--- src/seq_defs.vh ---
`ifndef SEQ_DEFS_VH
`define SEQ_DEFS_VH
`define IRQ_W         32
`define PERIPH_W      32
`define RESET_VECTOR  32'h0000_0000
`define CLK_MHZ       25
`define CNT_W         13
`define WAKE_IRC_CYC  13'h0004
`define WAKE_OSC_CYC  13'h1000
`define RST_HOLD_CYC  13'h1000
`define PERIPH_RST    32'h0000_0000
`endif

--- src/reset_wake_power_sequencer.v ---
`include "seq_defs.vh"

// Behaviour
// - Deep power-down entered only on the real-time clock request.
// - In deep power-down, power kept only for RTC and reset pin.
// - Leave deep power-down on reset pin or RTC alarm.
// - Catcher wakes CPU on any masked line, without polling.
// - Each peripheral has its own software-controlled gate.
// - Chip reset merges pin, watchdog, power-on and brown-out stage two.
// - Any reset drives indicator low and starts the wake-up timer.
// - Internal reset holds until pin released, oscillator, count, flash ready.
// - Indicator returns high at reset release or supply recovery.
// - After reset, fetch begins at address zero.
// - Supply below 2.2 V raises brown-out interrupt line.
// - Brown-out stage one is an interrupt or a pollable status bit.
// - Supply below 1.85 V asserts chip reset.
// - Brown-out reset holds down to 1 V, then power-on reset.
// - Both brown-out thresholds use hysteresis.
// - Level external interrupt may wake from power-down when enabled.
// - Wake resumes after 4 RC or 4096 oscillator cycles.
module reset_wake_power_sequencer (
	input  wire                 clock,
	input  wire                 rst_b,
	input  wire                 ext_reset_pin_b,
	input  wire                 watchdog_timeout,
	input  wire                 power_on_reset,
	input  wire                 bod_low_set,
	input  wire                 bod_low_clear,
	input  wire                 bod_crit_set,
	input  wire                 bod_crit_clear,
	input  wire                 osc_running,
	input  wire                 flash_init_done,
	input  wire                 main_osc_selected,
	input  wire                 rtc_dpd_request,
	input  wire                 rtc_alarm,
	input  wire                 cpu_sleep_request,
	input  wire                 cpu_powerdown,
	input  wire [`IRQ_W-1:0]    core_irq_mask,
	input  wire [`IRQ_W-1:0]    irq_lines,
	input  wire                 ext_level_irq,
	input  wire                 ext_irq_wake_enable,
	input  wire [`PERIPH_W-1:0] periph_enable,
	output reg                  reset_output_indicator,
	output reg                  chip_reset_b,
	output reg  [31:0]          boot_fetch_addr,
	output reg                  bod_irq,
	output reg                  bod_status,
	output reg                  main_domain_power,
	output reg                  cpu_wake,
	output reg                  cpu_clock_run,
	output reg  [`PERIPH_W-1:0] periph_gate
);
	localparam S_RESET = 5'b00001;
	localparam S_RUN   = 5'b00010;
	localparam S_SLEEP = 5'b00100;
	localparam S_DPD   = 5'b01000;
	localparam S_WAKE  = 5'b10000;

	wire [7:0] raw = {ext_reset_pin_b, watchdog_timeout, power_on_reset,
		rtc_dpd_request, rtc_alarm, ext_level_irq, osc_running,
		flash_init_done};
	wire [7:0] syn;
	wire [`IRQ_W-1:0] irq_s;

	sync2 #(.W(8)) u_sync_ctl (
		.clock     (clock),
		.rst_b     (rst_b),
		.async_in  (raw),
		.reset_val (8'h00),
		.sync_out  (syn)
	);
	sync2 #(.W(`IRQ_W)) u_sync_irq (
		.clock     (clock),
		.rst_b     (rst_b),
		.async_in  (irq_lines),
		.reset_val ({`IRQ_W{1'b0}}),
		.sync_out  (irq_s)
	);

	wire pin_b     = syn[7];
	wire wdt       = syn[6];
	wire por       = syn[5];
	wire dpd_req   = syn[4];
	wire alarm     = syn[3];
	wire ext_lvl   = syn[2];
	wire osc_ok    = syn[1];
	wire flash_ok  = syn[0];

	reg [4:0]        state;
	reg [4:0]        next_state;
	reg [`CNT_W-1:0] count;
	reg [`IRQ_W-1:0] wake_mask;
	reg              ext_wake_en;
	reg              bod_reset;
	reg              was_bod;

	// Shared decode of the reset state, applied only to the next state at each use
	function in_reset;
		input [4:0] s;
		begin
			in_reset = (s == S_RESET);
		end
	endfunction

	// Comparators carry hysteresis: separate set and clear levels
	always @(posedge clock or negedge rst_b) begin
		if (!rst_b) begin
			bod_reset <= 1'b0;
			bod_irq   <= 1'b0;
		end else begin
			if (bod_crit_set)
				bod_reset <= 1'b1;
			else if (bod_crit_clear)
				bod_reset <= 1'b0;
			if (bod_low_set)
				bod_irq <= 1'b1;
			else if (bod_low_clear)
				bod_irq <= 1'b0;
		end
	end

	always @(posedge clock or negedge rst_b) begin
		if (!rst_b)
			bod_status <= 1'b0;
		else
			bod_status <= bod_irq;
	end

	// Power-on reset covers supply below where brown-out stops holding
	wire any_reset = !pin_b || wdt || por || bod_reset;

	wire irq_hit  = |(irq_s & wake_mask);
	wire ext_hit  = ext_wake_en && ext_lvl;
	wire dpd_exit = !pin_b || alarm;
	wire [`CNT_W-1:0] wake_cycles = main_osc_selected ?
		`WAKE_OSC_CYC : `WAKE_IRC_CYC;

	always @* begin
		next_state = state;
		case (state)
		S_RESET: begin
			// At least, not exactly: a late flash must not strand the count
			if (!any_reset && osc_ok && flash_ok &&
				count >= `RST_HOLD_CYC)
				next_state = S_RUN;
		end
		S_RUN: begin
			if (dpd_req)
				next_state = S_DPD;
			else if (cpu_sleep_request)
				next_state = S_SLEEP;
		end
		S_SLEEP: begin
			if (irq_hit || (cpu_powerdown && ext_hit))
				next_state = S_WAKE;
		end
		S_DPD: begin
			if (dpd_exit)
				next_state = S_RESET;
		end
		S_WAKE: begin
			if (count == wake_cycles)
				next_state = S_RUN;
		end
		default: next_state = S_RESET;
		endcase
		if (any_reset && state != S_DPD)
			next_state = S_RESET;
	end

	always @(posedge clock or negedge rst_b) begin
		if (!rst_b) begin
			state       <= S_RESET;
			count       <= {`CNT_W{1'b0}};
			wake_mask   <= {`IRQ_W{1'b0}};
			ext_wake_en <= 1'b0;
			was_bod     <= 1'b0;
		end else begin
			state <= next_state;
			if (next_state != state || any_reset)
				count <= {`CNT_W{1'b0}};
			else if (count != {`CNT_W{1'b1}})
				count <= count + 1'b1;
			if (state == S_RUN && next_state == S_SLEEP) begin
				wake_mask   <= core_irq_mask;
				ext_wake_en <= ext_irq_wake_enable;
			end
			if (bod_reset)
				was_bod <= 1'b1;
			else if (state == S_RUN)
				was_bod <= 1'b0;
		end
	end

	always @(posedge clock or negedge rst_b) begin
		if (!rst_b) begin
			reset_output_indicator <= 1'b0;
			chip_reset_b           <= 1'b0;
			boot_fetch_addr        <= `RESET_VECTOR;
			main_domain_power      <= 1'b1;
			cpu_wake               <= 1'b0;
			cpu_clock_run          <= 1'b0;
			periph_gate            <= `PERIPH_RST;
		end else begin
			chip_reset_b <= !in_reset(next_state);
			// Brown-out reset frees the pin as soon as supply recovers
			if (any_reset)
				reset_output_indicator <= 1'b0;
			else if (!in_reset(next_state) || was_bod)
				reset_output_indicator <= 1'b1;
			if (in_reset(next_state))
				boot_fetch_addr <= `RESET_VECTOR;
			main_domain_power <= (next_state != S_DPD);
			cpu_wake      <= (state == S_SLEEP && next_state == S_WAKE);
			cpu_clock_run <= (next_state == S_RUN);
			if (in_reset(next_state))
				periph_gate <= `PERIPH_RST;
			else
				periph_gate <= periph_enable;
		end
	end
endmodule

--- src/sync2.v ---
module sync2 #(
	parameter W = 1
) (
	input  wire         clock,
	input  wire         rst_b,
	input  wire [W-1:0] async_in,
	input  wire [W-1:0] reset_val,
	output reg  [W-1:0] sync_out
);
	// First stage is read only by the second
	reg [W-1:0] meta;
	always @(posedge clock or negedge rst_b) begin
		if (!rst_b) begin
			meta     <= {W{1'b0}};
			sync_out <= {W{1'b0}};
		end else begin
			meta     <= async_in;
			sync_out <= meta;
		end
	end
endmodule

--- config.mk ---
export PLATFORM = sky130hd
export DESIGN_NAME = reset_wake_power_sequencer
export DESIGN_NICKNAME = d
export VERILOG_FILES = /design/src/reset_wake_power_sequencer.v /design/src/sync2.v
export VERILOG_INCLUDE_DIRS = /design/src
export SDC_FILE = /design/constraint.sdc
export NUM_CORES = 1
export LEC_CHECK = 0
export BUFFER_PORTS_ARGS = -buffer_cell sky130_fd_sc_hd__buf_4
export CAP_MARGIN = 30
export CORE_MARGIN = 4
export CORE_UTILIZATION = 46
export CTS_CLUSTER_DIAMETER = 200
export DETAILED_ROUTE_END_ITERATION = 16
export PLACE_DENSITY = 0.75
export SYNTH_ARGS = -nofsm -noshare
export SYNTH_HDL_FRONTEND = slang
export SYNTH_SLANG_ARGS = --single-unit
--- constraint.sdc ---
create_clock -name clock -period 2 [get_ports clock]
set_input_delay 0.2 -clock clock [delete_from_list [all_inputs] [get_ports clock]]
set_output_delay 0.2 -clock clock [all_outputs]
set_load 0.01 [all_outputs]
==> results.sh <==
export IMPL_hpwlAfterDp_um=9330
export IMPL_die_h_um=126
export IMPL_synth_edff_count=0
export IMPL_power_frac_seq_pct=48.8
export IMPL_r2r_start="u_sync_irq.sync_out[4]"
export IMPL_finalSetupViolCount=46
export IMPL_violations="negative setup slack"
export IMPL_maxCapViolCount=0
export IMPL_final_cell_mix="buf_4, dfrtp_1, dlygate4sd3_1"
export IMPL_rr_endpoint="count[6]"
export IMPL_switching_share_pct=22.5
export IMPL_dieArea_um2=15800
export IMPL_power_density_nw_per_um2=760
export IMPL_synth_cells=427
export IMPL_dp_slack_ps=-181
export IMPL_clockPowerShare_pct=44.7
export IMPL_ant_nets=0
export IMPL_hold_path_class="input port to flip-flop"
export IMPL_utilization_pct=72.5
export IMPL_startpoint_type="flip-flop"
export IMPL_synth_area_um2=6360
export IMPL_cts_buffer_depth=2
export IMPL_p_leak_nw=4.71
export IMPL_path_delay_family="simple AND/OR/NAND/NOR gates"
export IMPL_fin_crit_ps=2150
export IMPL_grt_setup_unrepaired="yes"
export IMPL_antenna_found_initial=1
export IMPL_rows=42
export IMPL_multi_input_area_um2=1990
export IMPL_r2r_slack_ps=-150
export IMPL_avgSynthCellArea_um2=14.9
export IMPL_crit_type="flip-flop to flip-flop"
export IMPL_grt_use_total_pct=21.1
export IMPL_relSlewSlack_pct=59.9
export IMPL_layout_cells_non_filler=914
export IMPL_use_met1_pct=22.7
export IMPL_cp_endpoint="count[6]"
export IMPL_fin_setup_tns_ps=-3810
export IMPL_gp_congestion=0.893
export IMPL_cts_tree="yes"
export IMPL_wirelength_um=16700
export IMPL_place_inst=777
export IMPL_route_detailed_drc=0
export IMPL_critPathLaunch="u_sync_irq.sync_out[4]"
export IMPL_fin_ws_ps=-146
export IMPL_ios=185
export IMPL_grt_pass1_wl_um=25800
export IMPL_synth_flop_cell="dfrtp_1"
export IMPL_r2r_cells=8
export IMPL_p_int_w=0.00572
export IMPL_die_w_um=126
export IMPL_grt_pass1_vias=5099
export IMPL_finalClockSkew_ps=15.5
export IMPL_initial_core_util_pct=47.5
export IMPL_status="finished with violations"
export IMPL_drt_initial_drc_count=300
export IMPL_grtUsageMet2_pct=38.0
export IMPL_ys_seq_area_share_pct=67.7
export IMPL_ir_worst_vdd_mv=0.743
export IMPL_numCtsBuffers=17
export IMPL_worstPathArrival_ps=2480
export IMPL_slew_violations=0
export IMPL_clock_sinks=172
export IMPL_p_sw_w=0.00166
export IMPL_layout_commonest_cell="buf_4"
export IMPL_slowest_delay_ps=400
export IMPL_core_area_um2=13400
export IMPL_grtUsageMet3_pct=5.88
export IMPL_nets=841
export IMPL_totalPowerFinal_w=0.00738
export IMPL_yosysUniqueCellTypes=52
export IMPL_async_flop_share_pct=100
export IMPL_endpoint_kind="flip-flop"
export IMPL_crit_buf_inv=2
export IMPL_clk_pin_slew_ps=70
export IMPL_worst_path_stages=8
export IMPL_clock_latency_ps=430
export IMPL_wire_per_inst_um=18.2
export IMPL_cp_slowest_cell="a211o_4"
export IMPL_root_buffer="clkbuf_16"
export IMPL_fin_crit_sh_pct=107
export IMPL_clock_fmax_ghz=0.466
export IMPL_routed_via_count=4477
export IMPL_grt_overflow=0
export IMPL_required_ps=2330
export IMPL_synth_seq_cells=172
export IMPL_synth_warnings=0
export IMPL_hold_viol_final=0
export IMPL_worstPathMaxFanout=5
export IMPL_area_growth_syn_to_layout_pct=52.8
export IMPL_htree_num_levels=4
export IMPL_drt_pass1_iterations=4
export IMPL_busiest_layer="met2"
export IMPL_seqCellArea_um2=4310
export IMPL_grt_max_degree=55
export IMPL_path_cells="a22oi_2 -> nand2_2 -> nor4_4 -> buf_4 -> nand3_4 -> a211o_4 -> buf_8 -> nor3_4"
export IMPL_drive_above_1_share_pct=40.6
export IMPL_fillCellCount=797
export IMPL_worstMarginPinSlew_ps=597
export IMPL_port_buffers=152
export IMPL_p_comb_share_pct=6.5
export IMPL_via_per_inst=4.90
flip-flops by register name (all words and copies together) (netlist names):
name and cells:
u_sync_ctl.meta 8, u_sync_irq.sync_out 32, ext_wake_en 1, periph_gate 32
cpu_wake 1, state 5, u_sync_irq.meta 32, u_sync_ctl.sync_out 8
reset_output_indicator 1, main_domain_power 1, bod_irq 1, chip_reset_b 1
cpu_clock_run 1, bod_reset 1, was_bod 1, wake_mask 32
bod_status 1, count 13
final cells by class:
cell class,instances,area share (%)
sequential,172,44.3
timing repair buffer,291,26.4
multi-input combinational,233,20.5
clock buffer,17,4.38
tap,176,2.27
clock inverter,14,1.67
inverter,10,0.386
antenna,1,0.0257
synth_stat cells, types with 3 or more instances:
| library cell | instances | area share [%] |
|---|---|---|
| nor2_1 | 16 | 0.94 |
| and3_1 | 4 | 0.39 |
| buf_4 | 33 | 3.9 |
| nor3_1 | 10 | 0.79 |
| dfrtp_1 | 170 | 67 |
| a22oi_1 | 8 | 0.94 |
| nor4_1 | 5 | 0.49 |
| and2_1 | 33 | 3.2 |
| buf_6 | 9 | 1.6 |
| mux2_4 | 30 | 7.1 |
| a21o_1 | 4 | 0.47 |
| mux2_2 | 3 | 0.53 |
| nand2_1 | 10 | 0.59 |
| nand3_1 | 13 | 1.0 |
| a221oi_1 | 4 | 0.55 |
| xor2_1 | 3 | 0.41 |
| xnor2_1 | 6 | 0.83 |
| a22o_1 | 4 | 0.55 |
| a21oi_1 | 6 | 0.47 |
| nand4_1 | 6 | 0.59 |
| nor3_2 | 3 | 0.47 |
| inv_1 | 9 | 0.53 |
how the worst min path moves through the flow:
stage | from | to | cells after the start
after floorplan | rst_b | bod_irq | 0
after global placement | rst_b | u_sync_irq.meta[21] | 1
after detailed placement | rst_b | u_sync_irq.meta[1] | 1
after CTS | core_irq_mask[31] | wake_mask[31] | 2
after global routing | core_irq_mask[24] | wake_mask[24] | 2
final | core_irq_mask[6] | wake_mask[6] | 2
logic make-up (layout without fill, tap and decap cells):
family	after synthesis	in the layout	share of synthesized area (%)
other cells	1	33	0.0590
buf+inv	53	332	6.16
mux	34	34	7.77
simple gates	114	114	10.7
xor+xnor	9	9	1.24
compound gates	42	42	5.98
flops	172	172	67.7
fa+ha+maj	2	2	0.393
repair_timing:
item / in CTS / in global routing
gates cloned: 0 / 2
setup buffers: 3 / 0
hold buffers: 97 / 3
endpoints found under the hold margin: 145 / 3
endpoints found under the setup margin: 26 / 82
gates resized for setup: 28 / 18
pin swaps: 7 / 3
per-stage QoR:
step	hold slack, ps	cell area (um^2)
6_report	13.5	9720
5_1_grt	-1.92	9720
4_1_cts	0.177	9540
3_5_place_dp	187	7820
3_3_place_gp	177	7820
2_1_floorplan	-95.6	6480
per-layer routing:
metal	wire [um]	up-vias
li1	-	2008
met1	5830	2220
met2	9160	192
met3	947	57
met4	731	0
met5	0	-
power groups by stage:
stage | Clock, W | Sequential (W) | Combinational, W
detailed placement | 0 | 0.00366 | 0.000306
floorplan | 0 | 0.00365 | 0.0000880
finish | 0.00330 | 0.00360 | 0.000483
CTS | 0.00331 | 0.00360 | 0.000467
global placement | 0 | 0.00366 | 0.000299
global route | 0.00353 | 0.00361 | 0.000526
Power figures use the tool's default switching activity.
